File: src/hdl/epf_pkg.sv
// Purpose: Constants for the program fetch steering and external bus sequencer
// Assumes: 20 MHz clock, synchronous active-low reset
// Notes: Boundaries, vectors and bus phase lengths live here
package epf_pkg;

  localparam logic [15:0] RESET_VECTOR = 16'h0000;
  localparam logic [15:0] VECTOR_BASE = 16'h0003;
  localparam int VECTOR_SPACING_SHIFT = 3;

  // On-chip ROM size codes
  localparam logic [1:0] ROM_4K = 2'h0;
  localparam logic [1:0] ROM_8K = 2'h1;
  localparam logic [1:0] ROM_16K = 2'h2;
  localparam logic [1:0] ROM_32K = 2'h3;

  localparam logic [15:0] FIRST_EXT_4K = 16'h1000;
  localparam logic [15:0] FIRST_EXT_8K = 16'h2000;
  localparam logic [15:0] FIRST_EXT_16K = 16'h4000;
  localparam logic [15:0] FIRST_EXT_32K = 16'h8000;

  // Cycles per bus phase
  localparam logic [2:0] ADDR_CYCLES = 3'h2;
  localparam logic [2:0] LATCH_CYCLES = 3'h1;
  localparam logic [2:0] STROBE_CYCLES = 3'h3;

  typedef enum logic [2:0] {
    ST_IDLE = 3'b000,
    ST_ADDR = 3'b001,
    ST_HOLD = 3'b010,
    ST_STROBE = 3'b011,
    ST_DONE = 3'b100
  } epf_state_t;

  typedef enum logic [1:0] {
    KIND_CODE = 2'b00,
    KIND_DREAD = 2'b01,
    KIND_DWRITE = 2'b10
  } epf_kind_t;

endpackage

File: src/hdl/epf_fetch_bus.sv
// Purpose: Program fetch steering and external memory bus sequencer
// Assumes: Core presents one request at a time and holds it until done
// Notes: Port pins split into in/out/enable; the bench resolves wires
`timescale 1ns/10ps
`default_nettype none
module epf_fetch_bus #(
  parameter logic [1:0] ROM_SIZE = epf_pkg::ROM_4K
) (
  input wire logic clk,
  input wire logic rstn,
  input wire logic externalAccessStrap,
  input wire logic fetchReq,
  input wire logic [15:0] fetchAddr,
  input wire logic vectorReq,
  input wire logic [2:0] vectorIndex,
  input wire logic dataReadReq,
  input wire logic dataWriteReq,
  input wire logic dataWide,
  input wire logic [7:0] dataAddrLow,
  input wire logic [15:0] dataPointerReg,
  input wire logic [7:0] dataWriteValue,
  input wire logic [7:0] romData,
  output logic [15:0] romAddr,
  output logic romRead,
  output logic [15:0] fetchPc,
  output logic [7:0] fetchData,
  output logic [7:0] dataReadValue,
  output logic done,
  output logic busy,
  input wire logic [7:0] muxedAddrDataPortIn,
  output logic [7:0] muxedAddrDataPortOut,
  output logic muxedAddrDataPortOe,
  output logic [7:0] upperAddrPortOut,
  output logic upperAddrPortOe,
  output logic addrLatchStrobe,
  output logic programReadStrobeN,
  output logic dataReadStrobeN,
  output logic dataStoreStrobeN
);

  // ****************************************
  // Address selection
  // ****************************************
  logic [15:0] pc;
  logic [15:0] nextPc;
  logic pcValid;
  logic [15:0] firstExternal;
  logic goExternal;
  logic anyFetch;
  logic [15:0] reqAddr;

  always_comb begin
    unique case (ROM_SIZE)
      epf_pkg::ROM_4K: firstExternal = epf_pkg::FIRST_EXT_4K;
      epf_pkg::ROM_8K: firstExternal = epf_pkg::FIRST_EXT_8K;
      epf_pkg::ROM_16K: firstExternal = epf_pkg::FIRST_EXT_16K;
      epf_pkg::ROM_32K: firstExternal = epf_pkg::FIRST_EXT_32K;
    endcase
  end

  always_comb begin
    if (vectorReq) begin
      nextPc = epf_pkg::VECTOR_BASE + ({13'h0000, vectorIndex} << epf_pkg::VECTOR_SPACING_SHIFT);
    end else if (!pcValid) begin
      nextPc = epf_pkg::RESET_VECTOR;
    end else begin
      nextPc = fetchAddr;
    end
  end

  assign anyFetch = fetchReq || vectorReq;
  assign goExternal = !externalAccessStrap || (nextPc >= firstExternal);

  // Data cycles carry their own address; the fetch counter is left alone
  always_comb begin
    if (anyFetch) begin
      reqAddr = nextPc;
    end else if (dataWide) begin
      reqAddr = dataPointerReg;
    end else begin
      reqAddr = {8'h00, dataAddrLow};
    end
  end

  // ****************************************
  // Sequencer
  // ****************************************
  epf_pkg::epf_state_t state;
  epf_pkg::epf_kind_t kind;
  logic extCycle;
  logic phaseLoad;
  logic [2:0] phaseLength;
  logic phaseDone;
  logic dataCycle;
  logic [7:0] storeByte;

  epf_phase_counter phaseTimer (
    .clk(clk),
    .rstn(rstn),
    .load(phaseLoad),
    .length(phaseLength),
    .done(phaseDone)
  );

  always_comb begin
    phaseLoad = 1'b0;
    phaseLength = epf_pkg::ADDR_CYCLES;
    unique case (state)
      epf_pkg::ST_IDLE: begin
        phaseLoad = extCycle;
        phaseLength = epf_pkg::ADDR_CYCLES;
      end
      epf_pkg::ST_ADDR: begin
        phaseLoad = phaseDone;
        phaseLength = epf_pkg::LATCH_CYCLES;
      end
      epf_pkg::ST_HOLD: begin
        phaseLoad = phaseDone;
        phaseLength = epf_pkg::STROBE_CYCLES;
      end
      epf_pkg::ST_STROBE: phaseLoad = 1'b0;
      epf_pkg::ST_DONE: phaseLoad = 1'b0;
      default: phaseLoad = 1'b0;
    endcase
  end

  // Internal fetches take one cycle; data requests always go off chip
  // Fetch outranks data, so no strobe rides on an internal fetch
  assign dataCycle = !anyFetch && (dataReadReq || dataWriteReq);
  assign extCycle = (anyFetch && goExternal) || dataCycle;

  always_ff @(posedge clk) begin
    if (!rstn) begin
      state <= epf_pkg::ST_IDLE;
    end else begin
      unique case (state)
        epf_pkg::ST_IDLE: begin
          if (extCycle) begin
            state <= epf_pkg::ST_ADDR;
          end
        end
        epf_pkg::ST_ADDR: begin
          if (phaseDone) begin
            state <= epf_pkg::ST_HOLD;
          end
        end
        epf_pkg::ST_HOLD: begin
          if (phaseDone) begin
            state <= epf_pkg::ST_STROBE;
          end
        end
        epf_pkg::ST_STROBE: begin
          if (phaseDone) begin
            state <= epf_pkg::ST_DONE;
          end
        end
        epf_pkg::ST_DONE: state <= epf_pkg::ST_IDLE;
        default: state <= epf_pkg::ST_IDLE;
      endcase
    end
  end

  // Capture the request so the core may not change it mid-cycle
  always_ff @(posedge clk) begin
    if (!rstn) begin
      kind <= epf_pkg::KIND_CODE;
      storeByte <= 8'h00;
    end else if (state == epf_pkg::ST_IDLE && extCycle) begin
      storeByte <= dataWriteValue;
      if (anyFetch) begin
        kind <= epf_pkg::KIND_CODE;
      end else begin
        kind <= dataReadReq ? epf_pkg::KIND_DREAD : epf_pkg::KIND_DWRITE;
      end
    end
  end

  always_ff @(posedge clk) begin
    if (!rstn) begin
      pc <= epf_pkg::RESET_VECTOR;
      pcValid <= 1'b0;
    end else if (anyFetch && state == epf_pkg::ST_IDLE) begin
      pc <= nextPc;
      pcValid <= 1'b1;
    end
  end
  assign fetchPc = pc;

  // ****************************************
  // Internal ROM port
  // ****************************************
  assign romAddr = nextPc;
  assign romRead = anyFetch && !goExternal && state == epf_pkg::ST_IDLE;

  // ****************************************
  // Pin drive
  // ****************************************
  logic startCycle;
  logic strobePhase;
  logic lastStrobe;
  logic codeCycle;

  assign startCycle = phaseLoad && (state == epf_pkg::ST_IDLE);
  assign strobePhase = (state == epf_pkg::ST_STROBE);
  assign lastStrobe = strobePhase && phaseDone;
  assign codeCycle = (kind == epf_pkg::KIND_CODE);

  // Multiplexed port: address first, then store data or float
  always_ff @(posedge clk) begin
    if (!rstn) begin
      muxedAddrDataPortOut <= 8'h00;
      muxedAddrDataPortOe <= 1'b0;
    end else if (startCycle) begin
      muxedAddrDataPortOut <= reqAddr[7:0];
      muxedAddrDataPortOe <= 1'b1;
    end else if (state == epf_pkg::ST_HOLD && phaseDone) begin
      if (kind == epf_pkg::KIND_DWRITE) begin
        muxedAddrDataPortOut <= storeByte;
      end else begin
        muxedAddrDataPortOe <= 1'b0;
      end
    end else if (lastStrobe) begin
      muxedAddrDataPortOe <= 1'b0;
    end
  end

  // Upper port holds the high byte for the whole cycle
  always_ff @(posedge clk) begin
    if (!rstn) begin
      upperAddrPortOut <= 8'h00;
      upperAddrPortOe <= 1'b0;
    end else if (startCycle) begin
      upperAddrPortOut <= reqAddr[15:8];
      upperAddrPortOe <= 1'b1;
    end else if (lastStrobe) begin
      upperAddrPortOe <= 1'b0;
    end
  end

  always_ff @(posedge clk) begin
    if (!rstn) begin
      addrLatchStrobe <= 1'b0;
    end else if (startCycle) begin
      addrLatchStrobe <= 1'b1;
    end else if (state == epf_pkg::ST_ADDR && phaseDone) begin
      // Low byte stays valid for a cycle after the strobe falls
      addrLatchStrobe <= 1'b0;
    end
  end

  always_ff @(posedge clk) begin
    if (!rstn) begin
      programReadStrobeN <= 1'b1;
      dataReadStrobeN <= 1'b1;
      dataStoreStrobeN <= 1'b1;
    end else if (state == epf_pkg::ST_HOLD && phaseDone) begin
      programReadStrobeN <= !codeCycle;
      dataReadStrobeN <= !(kind == epf_pkg::KIND_DREAD);
      dataStoreStrobeN <= !(kind == epf_pkg::KIND_DWRITE);
    end else if (lastStrobe) begin
      programReadStrobeN <= 1'b1;
      dataReadStrobeN <= 1'b1;
      dataStoreStrobeN <= 1'b1;
    end
  end

  // ****************************************
  // Result capture
  // ****************************************
  always_ff @(posedge clk) begin
    if (!rstn) begin
      fetchData <= 8'h00;
      dataReadValue <= 8'h00;
      done <= 1'b0;
    end else begin
      done <= romRead || lastStrobe;
      if (romRead) begin
        fetchData <= romData;
      end else if (lastStrobe && codeCycle) begin
        fetchData <= muxedAddrDataPortIn;
      end else if (lastStrobe && kind == epf_pkg::KIND_DREAD) begin
        dataReadValue <= muxedAddrDataPortIn;
      end
    end
  end

  assign busy = (state != epf_pkg::ST_IDLE);

endmodule
`default_nettype wire

File: src/hdl/epf_phase_counter.sv
// Purpose: Down counter timing one bus phase
// Assumes: Single clock, synchronous active-low reset
// Notes: done is high in the last cycle of the loaded phase
`timescale 1ns/10ps
`default_nettype none
module epf_phase_counter (
  input wire logic clk,
  input wire logic rstn,
  input wire logic load,
  input wire logic [2:0] length,
  output logic done
);

  logic [2:0] count;

  always_ff @(posedge clk) begin
    if (!rstn) begin
      count <= 3'h0;
    end else if (load) begin
      count <= length - 3'h1;
    end else if (count != 3'h0) begin
      count <= count - 3'h1;
    end
  end

  assign done = (count == 3'h0);

endmodule
`default_nettype wire

File: config.mk
export PLATFORM = sky130hd
export DESIGN_NAME = epf_fetch_bus
export DESIGN_NICKNAME = d
export VERILOG_FILES = /design/src/hdl/epf_pkg.sv /design/src/hdl/epf_fetch_bus.sv /design/src/hdl/epf_phase_counter.sv
export SDC_FILE = /design/constraint.sdc
export NUM_CORES = 1
export LEC_CHECK = 0
export BUFFER_PORTS_ARGS = -buffer_cell sky130_fd_sc_hd__buf_2
export CAP_MARGIN = 20
export CORE_MARGIN = 10
export CORE_UTILIZATION = 42
export DETAILED_ROUTE_END_ITERATION = 16
export MAX_ROUTING_LAYER = met4
export PLACE_DENSITY = 0.73
export SLEW_MARGIN = 10
export SYNTH_ARGS = -nofsm -noshare
export SYNTH_HDL_FRONTEND = slang
export SYNTH_HIERARCHICAL = 1
export SYNTH_SLANG_ARGS = --single-unit
File: constraint.sdc
create_clock -name clk -period 2.6 [get_ports clk]
set_input_delay 0.39 -clock clk [delete_from_list [all_inputs] [get_ports clk]]
set_output_delay 0.39 -clock clk [all_outputs]
set_load 0.01 [all_outputs]
==> flow_summary.rst, run 1 <==
.. list-table::
   :header-rows: 1

   * - Metric
     - Value
   * - Outcome
     - completed
   * - Detailed placement HPWL
     - 8.55 mm
   * - TritonCTS clock tree
     - built
   * - Cell taking the most area after synthesis
     - dfxtp_1
   * - Count of TritonRoute iterations in the first routing pass
     - 4
   * - Pins Over Slew Limit
     - 0
   * - Number of rows created at floorplan
     - 31
   * - Post-Synthesis Mean Instance Area
     - 8.49 um2
   * - Kind of critical path
     - flip-flop to flip-flop
   * - Hold buffer count at cts
     - 0
   * - Post-synthesis async set-or-reset flop share
     - 0%
   * - Antenna violations before repair
     - 0
   * - RD Place Congestion
     - 0.886
   * - Setup violations, final
     - 0
   * - Clock buffer depth
     - 2
   * - R2R Setup Slk
     - 0.29 ns
   * - Final hold violation count
     - 0
   * - Hold crit path type
     - primary input to flip-flop
   * - Busiest grt layer
     - met2
   * - Cell with the biggest individual delay on the critical path
     - o211ai_1
   * - Peak per-stage delay on the critical path
     - 0.44 ns
   * - Post-synth EDFFs
     - 0
   * - Critical Path End Type
     - flip-flop
   * - Port Buffers
     - 147
   * - Post-DRT Antenna Nets
     - 0
   * - Post-synth net total
     - 458
   * - Arrival time at the worst endpoint
     - between 2 and 3 ns
   * - Horiz. Die Dim
     - 108 um
   * - Number of buffers created by CTS
     - 9
   * - Via density per instance
     - 5.22
   * - Setup repair after global routing missed its margin
     - false
   * - Routing usage on met3
     - under 10%
   * - Layout Cell Area excl Fill
     - 0.00425 mm2
   * - Maximum Capacitance Violations
     - 0
   * - Ratio of total power to cell area
     - 864 mW/mm2
   * - Total detailed-routing wirelength
     - 10.8 mm
   * - RR Endpoint
     - phaseTimer/count[2]
   * - Cell leakage power
     - 1.99 nW
   * - Placed instance count
     - 610
   * - Fraction of met1 tracks used by global routing
     - 22.5%
   * - Largest net degree at the start of global routing
     - 43
   * - Number of H-tree branching levels
     - 3
   * - Tightest Pin Transition
     - 1.02 ns
   * - Clk sink count
     - 72
   * - Cell mode on critical path
     - mux2i_1
   * - Clock-pin slew on the worst setup and hold paths
     - 0.08 ns
   * - First-pass GRT wire length
     - around 17 mm
   * - Worst voltage drop across the vdd grid
     - 0.340 mV
   * - Met2 Use GR
     - 28.5%
   * - Diode insertion count for antenna repair
     - 0
   * - Number of global-route vias before repair
     - ~3400
   * - Filler Cell Count
     - 706
   * - Share of cells above drive strength 1
     - 35.1%
   * - Fin nets
     - 598
   * - Initial cell density of the core
     - 44.0%
   * - DIE AREA
     - 0.0116 mm2
   * - Worst setup path start
     - phaseTimer/count[2]
   * - Number of ports placed on the die boundary
     - 148
   * - Highest-count cells in the layout ignoring fill and taps
     - buf_2 (147), dfxtp_1 (72), nand2_1 (69), a21oi_1 (46), nor2_1 (28)
   * - Y dimension of the die
     - 108 um
   * - Data required, critical path
     - 2.88 ns
   * - Post-Layout Cell Count
     - 626
   * - Total placed instance area
     - approximately 0.0040 mm2
   * - Wire length per cell
     - 17.3 um
   * - Fraction of synthesized cell area taken by the top area cell type
     - 44.4%
   * - Skew-Pair Late Insertion Delay
     - 0.34 ns
   * - Synth-to-layout area growth
     - 30.9%
   * - Ys flop type
     - dfxtp_1
   * - Worst-path maximum fanout
     - 7
   * - Total routing resource utilization after global routing
     - between 10% and 20%
   * - Largest cells by area after synthesis
     - dfxtp_1 (44%), nand2_1 (8.0%), mux2i_1 (7.4%)
   * - Capturing instance or port of the critical path
     - phaseTimer/count[2]
   * - List of cells traversed by the critical path
     - nor3_4 -> nand3b_1 -> o211ai_1 -> mux2i_1 -> ha_1 -> o21ai_0 -> mux2i_1 -> o211a_1
   * - Length in cells of the worst reg-to-reg path
     - 8
   * - Clock root buffer master
     - clkbuf_8
   * - Flip-flop and latch count after synthesis
     - about 70
   * - Worst path top cell family by delay
     - compound AO/OA/AOI/OAI gates
   * - Overall via count from detail_route
     - 3270
   * - Period utilization
     - 88.8%
   * - Most common library cell in the layout ignoring fill and taps
     - buf_2
   * - Headroom to the max-slew limit
     - a little under a third
   * - Synthesized area
     - 0.00324 mm2
   * - Global route overflow
     - 0
   * - Core area
     - 0.00737 mm2
   * - TNS Setup
     - 0 ns
   * - Warnings, synthesis
     - 6
   * - Cell count after synthesis
     - 382
   * - Post-CTS sizing
     - 0
   * - Element type at the critical path start
     - flip-flop
   * - Start of the worst register-to-register path
     - phaseTimer/count[2]
   * - Setup bufs post-CTS
     - 0
   * - Part of the Yosys area used for sequential elements
     - 44.4%
   * - Largest clock skew in the final design
     - 0.00772 ns
   * - Number of cells on the critical path
     - 8
   * - Drc violations
     - 0
   * - Fin crit period
     - around 2.3 ns
   * - Peak Freq
     - 0.433 GHz
   * - CP bufs+invs
     - 0
   * - Number of DRC violations after detailed-routing iteration 0
     - 157
   * - Library cells used by synthesis
     - 47
## flip-flops by register name (all words and copies together), names as in the netlist, 2 cells and up
| name | count |
|---|---|
| muxedAddrDataPortOut | 8 |
| fetchData | 8 |
| kind | 2 |
| fetchPc | 16 |
| storeByte | 8 |
| phaseTimer/count | 3 |
| upperAddrPortOut | 8 |
| dataReadValue | 8 |
| state | 3 |
## where the power goes
group          total (mW)  internal, mW  switching (mW)
combinational        1.29         0.525           0.763
clock               0.936         0.522           0.414
sequential           1.44          1.30           0.144
total                3.67          2.35            1.32
## cells in the mapped netlist, types with 2 or more instances
cell type,n
o211ai_1,7
a31oi_1,2
a221oi_1,3
a311oi_1,3
clkbuf_1,15
a22oi_1,8
o21ai_0,13
nand2_1,69
mux2i_1,24
buf_6,4
nand2b_1,2
buf_2,5
mux2_2,5
buf_4,3
and3_1,2
nand3_1,7
nor2_1,28
xnor2_1,2
nor3_4,2
dfxtp_1,72
or3_1,10
nor3_1,4
a21oi_1,46
and2_1,12
buf_1,2
inv_1,7
and3b_1,2
a22o_1,2
a211oi_1,3
## worst register-to-register path, stage by stage (launching register included)
cell and delay, ns:
dfxtp_1 0.35, nor3_4 0.31, nand3b_1 0.21, o211ai_1 0.44
mux2i_1 0.31, ha_1 0.24, o21ai_0 0.11, mux2i_1 0.14
o211a_1 0.15
## how the worst min path moves through the flow
stage	start	endpoint	slack [ns]	cells past startpoint
after global placement	fetchPc[9]	fetchPc[9]	0.44	2
after CTS	dataWriteValue[3]	storeByte[3]	0.27	3
after detailed placement	fetchPc[14]	fetchPc[14]	0.44	2
after floorplan	storeByte[3]	storeByte[3]	0.43	2
final	dataWriteValue[3]	storeByte[3]	0.28	3
after global routing	dataWriteValue[1]	storeByte[1]	0.28	3
## metal layers
metal / wire length, um / vias to the layer above / part of all wire [%]
met5: 0 / - / 0
met4: 228 / 0 / 2.1
met2: 4830 / 158 / 45
met3: 1010 / 17 / 9.3
li1: - / 1610 / -
met1: 4740 / 1485 / 44
## stage by stage
step	hold WS, ns	setup WS, ns	total power, mW	utilization [%]
finish	0.282	0.291	3.67	57.6
global route	0.276	0.0952	3.92	57.6
CTS	0.271	0.321	3.71	57.6
detailed placement	0.444	0.154	2.77	54.7
global placement	0.439	0.252	2.72	54.7
floorplan	0.433	0.127	2.36	-
## logic make-up after synthesis
| family | count (synthesis) | share of synthesized area [%] |
|---|---|---|
| AND/OR/NAND/NOR | 146 | 21.2 |
| AO/OA/AOI/OAI | 94 | 18.3 |
| flip-flops | 72 | 44.4 |
| buffers and inverters | 36 | 5.63 |
| multiplexers | 29 | 9.14 |
| XOR/XNOR | 3 | 0.810 |
| adder cells (fa/ha/maj) | 1 | 0.386 |
| other | 1 | 0.116 |
## final cells by class
class / count / area (um2) / share of cell area [%]
multi-input combinational: 274 / 1620 / 38.2
sequential: 72 / 1440 / 33.9
timing repair buffer: 158 / 818 / 19.3
clock buffer: 12 / 165 / 3.89
tap: 99 / 124 / 2.92
clock inverter: 4 / 51.3 / 1.21
inverter: 7 / 26.3 / 0.619
(Power assumes the default switching activity.)
==> run 2: changes to the inputs <==
- CORE_ASPECT_RATIO: not set -> 0.5
==> run 2 against run 1 <==
Combinational power hardly changed; global-route usage down 1.9 points; non-clock buffer count decreased by 3; sequential share of layout area is 0.44 points lower; critical path depth rose by 1; first-iteration DRC count up 22%; final area is 1.3% higher; highest routed layer unchanged.
==> flow_summary.rst, run 2 (synthesis results as in run 1) <==
.. list-table::
   :header-rows: 1

   * - Metric
     - Value
   * - Outcome
     - completed
   * - Number of H-tree branching levels
     - 3 (unchanged)
   * - Hold Path Stages
     - 3 (unchanged)
   * - Number of global-route vias before repair
     - 3107 (-7.4%)
   * - Period utilization
     - 86.8% (-2.0 points)
   * - Antenna violations before repair
     - 2 (+2)
   * - Final hold violation count
     - 0 (unchanged)
   * - Pins Over Slew Limit
     - 0 (unchanged)
   * - Overall power after layout
     - 3.93 mW (+7.2%)
   * - Total routing resource utilization after global routing
     - 16.9% (-1.9 points)
   * - Filler Cell Count
     - 704 (-0.28%)
   * - Post-DRT Antenna Nets
     - 0 (unchanged)
   * - Clock root buffer master
     - clkbuf_16
   * - DIE AREA
     - 0.0119 mm2 (+1.8%)
   * - Fin nets
     - 595 (-0.50%)
   * - Skew-Pair Late Insertion Delay
     - 0.33 ns (about the same)
   * - Maximum Capacitance Violations
     - 0 (unchanged)
   * - Headroom to the max-slew limit
     - 33.9% (+2.1 points)
   * - Overall via count from detail_route
     - 3151 (-3.6%)
   * - Pre-CTS setup slack
     - 0.175 ns (+0.0210 ns)
   * - Number of rows created at floorplan
     - 22 (-29%)
   * - Post-Layout Cell Count
     - 621 (-0.80%)
   * - Number of buffers created by CTS
     - 9 (unchanged)
   * - Horiz. Die Dim
     - 144 um (+34%)
   * - Setup bufs post-CTS
     - 0 (unchanged)
   * - Hold path startpoint
     - dataWriteValue[3]
   * - TritonCTS clock tree
     - built
   * - Clock buffer depth
     - 2 (unchanged)
   * - Post-CTS sizing
     - 0 (unchanged)
   * - Synth-to-layout area growth
     - 32.6%
   * - Critical Path End Type
     - flip-flop
   * - Most common library cell in the layout ignoring fill and taps
     - buf_2
   * - Y dimension of the die
     - 82.2 um (-24%)
   * - Hold buffer count at cts
     - 0 (unchanged)
   * - Setup violations, final
     - 0 (unchanged)
   * - Fin crit period
     - 2.26 ns (-0.0526 ns)
   * - Ratio of total power to cell area
     - 914 mW/mm2 (+5.8%)
   * - Worst-path maximum fanout
     - 10 (+3)
   * - Total placed instance area
     - 0.00401 mm2 (-0.53%)
   * - Share of cells above drive strength 1
     - 34.6% (-0.50 points)
   * - Element type at the critical path start
     - flip-flop
   * - R2R Setup Slk
     - 0.34 ns (+0.05 ns)
   * - Setup WS post-layout
     - 0.344 ns (+0.0526 ns)
   * - Setup repair after global routing missed its margin
     - false
   * - Tightest Pin Transition
     - 0.992 ns (-0.0312 ns)
   * - First-pass GRT wire length
     - 15.5 mm (-8.5%)
   * - Detailed placement HPWL
     - 7.81 mm (-8.7%)
   * - Core area
     - 0.00740 mm2 (+0.48%)
   * - Initial cell density of the core
     - 43.8% (-0.21 points)
   * - FF+latch area
     - 0.00144 mm2 (unchanged)
   * - Number of flip-flops under the largest register name
     - 16 (unchanged)
   * - Layout Cell Area excl Fill
     - 0.00430 mm2 (+1.3%)
   * - Clock-pin slew on the worst setup and hold paths
     - 0.05 ns (-0.03 ns)
   * - Cell leakage power
     - 2.01 nW (+0.93%)
   * - Start of the worst register-to-register path
     - state[0]
   * - Clk sink count
     - 72 (unchanged)
   * - Kind of critical path
     - flip-flop to flip-flop
   * - Count of TritonRoute iterations in the first routing pass
     - 4 (unchanged)
   * - Port Buffers
     - 147 (unchanged)
   * - Wire length per cell
     - 16.6 um (-4.2%)
   * - Highest-count cells in the layout ignoring fill and taps
     - buf_2 (147), dfxtp_1 (72), nand2_1 (69), a21oi_1 (46), nor2_1 (28)
   * - Largest net degree at the start of global routing
     - 58 (+35%)
   * - Number of DRC violations after detailed-routing iteration 0
     - 192 (+22%)
   * - Data required, critical path
     - 2.87 ns (about the same)
   * - Largest clock skew in the final design
     - 0.00612 ns (-0.00161 ns)
   * - Hold crit path type
     - primary input to flip-flop
   * - RR Endpoint
     - phaseTimer/count[2]
   * - Length in cells of the worst reg-to-reg path
     - 9 (+1)
   * - Global route overflow
     - 0 (unchanged)
   * - Worst hold endpoint
     - storeByte[3]
   * - TNS Setup
     - 0 ns (unchanged)
   * - Via density per instance
     - 5.07 (-2.9%)
   * - Arrival time at the worst endpoint
     - 2.53 ns (-0.06 ns)
   * - Number of ports placed on the die boundary
     - 148 (unchanged)
   * - Total detailed-routing wirelength
     - 10.3 mm (-5.0%)
   * - RD Place Congestion
     - 0.910 (+2.7%)
   * - Drc violations
     - 0 (unchanged)
   * - Worst voltage drop across the vdd grid
     - 0.517 mV (+52%)
   * - Peak Freq
     - 0.443 GHz (+2.3%)
   * - Placed instance count
     - 604 (-0.98%)
   * - Multi-input combinational cell area
     - 0.00163 mm2 (+0.31%)
run 2: cell count changes in the layout (fill, tap and decap cells not counted):
cell,before,now
buf_4,11,8
clkbuf_1,0,2
clkbuf_16,0,9
clkbuf_8,12,1
clkinv_1,1,0
clkinv_4,1,0
diode_2,0,2
inv_2,0,1
nor3b_1,1,0
nor3b_2,0,1
run 2: worst max path at each step:
| stage | slack [ns] | depth (start not counted) | end | start |
|---|---|---|---|---|
| 3_3_place_gp | 0.23 | 10 | phaseTimer/count[2] | fetchAddr[14] |
| 3_5_place_dp | 0.18 | 10 | phaseTimer/count[2] | fetchAddr[14] |
| 5_1_grt | 0.20 | 8 | phaseTimer/count[2] | phaseTimer/count[2] |
| 2_1_floorplan | 0.13 | 12 | phaseTimer/count[2] | fetchReq |
| 4_1_cts | 0.36 | 9 | phaseTimer/count[2] | state[0] |
| 6_report | 0.34 | 9 | phaseTimer/count[2] | state[0] |
run 2: cell type report:
class	instances	share of cell area [%]
diodes	2	0.116
clock buffers	12	5.73
clock inverters	3	0.989
inverters	7	0.611
multi-input cells	274	37.8
flip-flops and latches	72	33.5
well taps	96	2.79
repair buffers	155	18.5
run 2: per-layer routing:
layer / share of wire [%] / up-vias / GRT usage (%)
met5: 0 / - / -
met4: 1.2 / 0 / 6.21
met3: 4.8 / 11 / 4.67
met2: 50 / 86 / 27.8
met1: 44 / 1452 / 19.6
li1: - / 1602 / -
run 2: through the flow:
stage,hold slack [ns],utilization [%]
2_1_floorplan,0.433,-
3_3_place_gp,0.439,54.1
3_5_place_dp,0.444,54.1
4_1_cts,0.295,58.0
5_1_grt,0.314,58.1
6_report,0.300,58.1
run 2: power by group:
group	total, mW	leakage (nW)	switching (mW)	internal [mW]
combinational	1.27	1.28	0.753	0.521
clock	1.21	0.139	0.448	0.762
sequential	1.45	0.589	0.145	1.30
run 2: critical path, stage by stage, from the launching register on:
cell and delay (ns):
dfxtp_1 0.43, nor3_4 0.32, o31ai_2 0.14, a21o_4 0.20, o211ai_1 0.21, mux2i_1 0.29, ha_1 0.23, o21ai_0 0.09
mux2i_1 0.13, o211a_1 0.15
==> run 3: changes to the inputs <==
- CORE_UTILIZATION: 42 -> 47
- PLACE_DENSITY: 0.73 -> 0.77
- clock period: 2.6 -> 2.51 ns (I/O delays scaled with it)
==> run 3 against run 2 <==
Sequential share of layout area increased by 0.17 points; clock power fell by 6%; utilization grew 5.8 points; count of clock-buffer cells in the layout is 3 lower; first-iteration DRC count shrank 13%; highest routed layer unchanged.
==> flow_summary.rst, run 3 (synthesis results as in run 1) <==
.. list-table::
   :header-rows: 1

   * - Metric
     - Value
   * - Kind of critical path
     - flip-flop to flip-flop
   * - Antenna violations before repair
     - 0 (-2)
   * - Number of ports placed on the die boundary
     - 148 (unchanged)
   * - Final hold violation count
     - 0 (unchanged)
   * - Horiz. Die Dim
     - 138 um (-4.7%)
   * - Outcome
     - completed
   * - Diode insertion count for antenna repair
     - 0 (-2)
   * - Start of the worst register-to-register path
     - state[0]
   * - Total routing resource utilization after global routing
     - 19.1% (+2.2 points)
   * - Maximum Capacitance Violations
     - 0 (unchanged)
   * - Pre-CTS setup slack
     - 0.0793 ns (-0.0960 ns)
   * - Overall power after layout
     - 3.98 mW (+1.3%)
   * - Number of H-tree branching levels
     - 3 (unchanged)
   * - Worst setup path start
     - state[0]
   * - Post-CTS sizing
     - 0 (unchanged)
   * - Placed instance count
     - 601 (-0.50%)
   * - Setup WS post-layout
     - 0.269 ns (-0.0747 ns)
   * - Initial cell density of the core
     - 48.4% (+4.6 points)
   * - Length in cells of the worst reg-to-reg path
     - 9 (unchanged)
   * - Detailed placement HPWL
     - 7.76 mm (-0.62%)
   * - First-pass GRT wire length
     - 16.1 mm (+4.2%)
   * - Post-Layout Cell Count
     - 617 (-0.64%)
   * - Tightest Pin Transition
     - 0.982 ns (-0.0103 ns)
   * - Most common library cell in the layout ignoring fill and taps
     - buf_2
   * - DIE AREA
     - 0.0108 mm2 (-8.7%)
   * - TNS Setup
     - 0 ns (unchanged)
   * - R2R Setup Slk
     - 0.27 ns (-0.07 ns)
   * - Synth-to-layout area growth
     - 32.0%
   * - Overall via count from detail_route
     - 3164 (+0.41%)
   * - Clock-pin slew on the worst setup and hold paths
     - 0.06 ns (about the same)
   * - Setup violations, final
     - 0 (unchanged)
   * - Largest clock skew in the final design
     - 0.00354 ns (-0.00258 ns)
   * - Worst voltage drop across the vdd grid
     - 0.413 mV (-20%)
   * - Skew-Pair Late Insertion Delay
     - 0.33 ns (about the same)
   * - Hold buffer count at cts
     - 0 (unchanged)
   * - Capturing instance or port of the critical path
     - phaseTimer/count[2]
   * - RR Endpoint
     - phaseTimer/count[2]
   * - Count of TritonRoute iterations in the first routing pass
     - 4 (unchanged)
   * - Critical Path End Type
     - flip-flop
   * - Share of cells above drive strength 1
     - 35.2% (+0.63 points)
   * - Clock root buffer master
     - clkbuf_16
   * - Y dimension of the die
     - 78.8 um (-4.1%)
   * - Setup repair after global routing missed its margin
     - false
   * - Clk sink count
     - 72 (unchanged)
   * - Period utilization
     - 89.3% (+2.5 points)
   * - Core area
     - 0.00670 mm2 (-9.5%)
   * - Number of flip-flops under the largest register name
     - 16 (unchanged)
   * - Global route overflow
     - 0 (unchanged)
   * - Cell leakage power
     - 2.01 nW (-0.29%)
   * - Number of global-route vias before repair
     - 3119 (+0.39%)
   * - Wire length per cell
     - 16.6 um (+0.22%)
   * - Ratio of total power to cell area
     - 930 mW/mm2 (+1.8%)
   * - Element type at the critical path start
     - flip-flop
   * - Drc violations
     - 0 (unchanged)
   * - Largest net degree at the start of global routing
     - 58 (unchanged)
   * - Data required, critical path
     - 2.79 ns (-0.08 ns)
   * - Number of rows created at floorplan
     - 21 (-4.5%)
   * - Clock buffer depth
     - 2 (unchanged)
   * - Arrival time at the worst endpoint
     - 2.52 ns (about the same)
   * - Highest-count cells in the layout ignoring fill and taps
     - buf_2 (147), dfxtp_1 (72), nand2_1 (69), a21oi_1 (46), nor2_1 (28)
   * - Total detailed-routing wirelength
     - 10.2 mm (-0.43%)
   * - Fin nets
     - 597 (+0.34%)
   * - Number of buffers created by CTS
     - 9 (unchanged)
   * - Number of DRC violations after detailed-routing iteration 0
     - 168 (-13%)
   * - Post-DRT Antenna Nets
     - 0 (unchanged)
   * - Hold crit path type
     - primary input to flip-flop
   * - Port Buffers
     - 147 (unchanged)
   * - RD Place Congestion
     - 0.803 (-12%)
   * - Peak Freq
     - 0.446 GHz (+0.68%)
   * - Via density per instance
     - 5.13 (+1.1%)
   * - Headroom to the max-slew limit
     - 34.4% (+0.59 points)
   * - TritonCTS clock tree
     - built
   * - Pins Over Slew Limit
     - 0 (unchanged)
   * - Fin crit period
     - 2.24 ns (-0.0153 ns)
   * - Worst-path maximum fanout
     - 10 (unchanged)
   * - Setup bufs post-CTS
     - 0 (unchanged)
run 3: changes by cell type in the layout (fill, tap and decap cells not counted):
cell | before | now
buf_4 | 8 | 10
clkbuf_1 | 2 | 0
clkinv_2 | 1 | 3
clkinvlp_4 | 1 | 3
diode_2 | 2 | 0
bufinv_16 | 1 | 0
clkbuf_8 | 1 | 0
run 3: routing by layer:
| metal | vias to the layer above | GRT usage (%) | part of all wire, % |
|---|---|---|---|
| met1 | 1453 | 21.8 | 41 |
| met5 | - | - | 0 |
| met2 | 96 | 31.7 | 51 |
| met4 | 0 | 6.07 | 2.0 |
| met3 | 16 | 5.72 | 6.3 |
| li1 | 1599 | - | - |
run 3: area by class of cell:
class                      count  area (um2)
fill                         618        2420
multi-input combinational    274        1630
sequential                    72        1440
timing repair buffer         157         811
clock buffer                   9         225
tap                           92         115
clock inverter                 6        37.5
inverter                       7        26.3
run 3: through the flow:
step	instance area (um2)	hold slack, ns	utilization [%]
global route	4280	0.281	63.9
detailed placement	4010	0.443	59.9
floorplan	3240	0.433	-
global placement	4010	0.439	59.9
finish	4280	0.286	63.9
CTS	4270	0.271	63.8
run 3: worst min-delay path by stage:
stage / to / startpoint / depth (start not counted)
2_1_floorplan: storeByte[3] / storeByte[3] / 2
3_3_place_gp: fetchPc[9] / fetchPc[9] / 2
3_5_place_dp: fetchPc[8] / fetchPc[8] / 2
4_1_cts: storeByte[3] / dataWriteValue[3] / 3
5_1_grt: storeByte[1] / dataWriteValue[1] / 3
6_report: storeByte[3] / dataWriteValue[3] / 3
run 3: worst max-delay path, stage by stage (launching register included):
cell and delay [ns]:
dfxtp_1 0.42, nor3_4 0.30, o31ai_2 0.13, a21o_4 0.20, o211ai_1 0.22, mux2i_1 0.31
ha_1 0.23, o21ai_0 0.09, mux2i_1 0.14, o211a_1 0.15
run 3: power breakdown:
part	leakage (nW)	switching (mW)	internal, mW
registers	0.589	0.148	1.35
clock network	0.123	0.480	0.656
logic	1.29	0.787	0.561
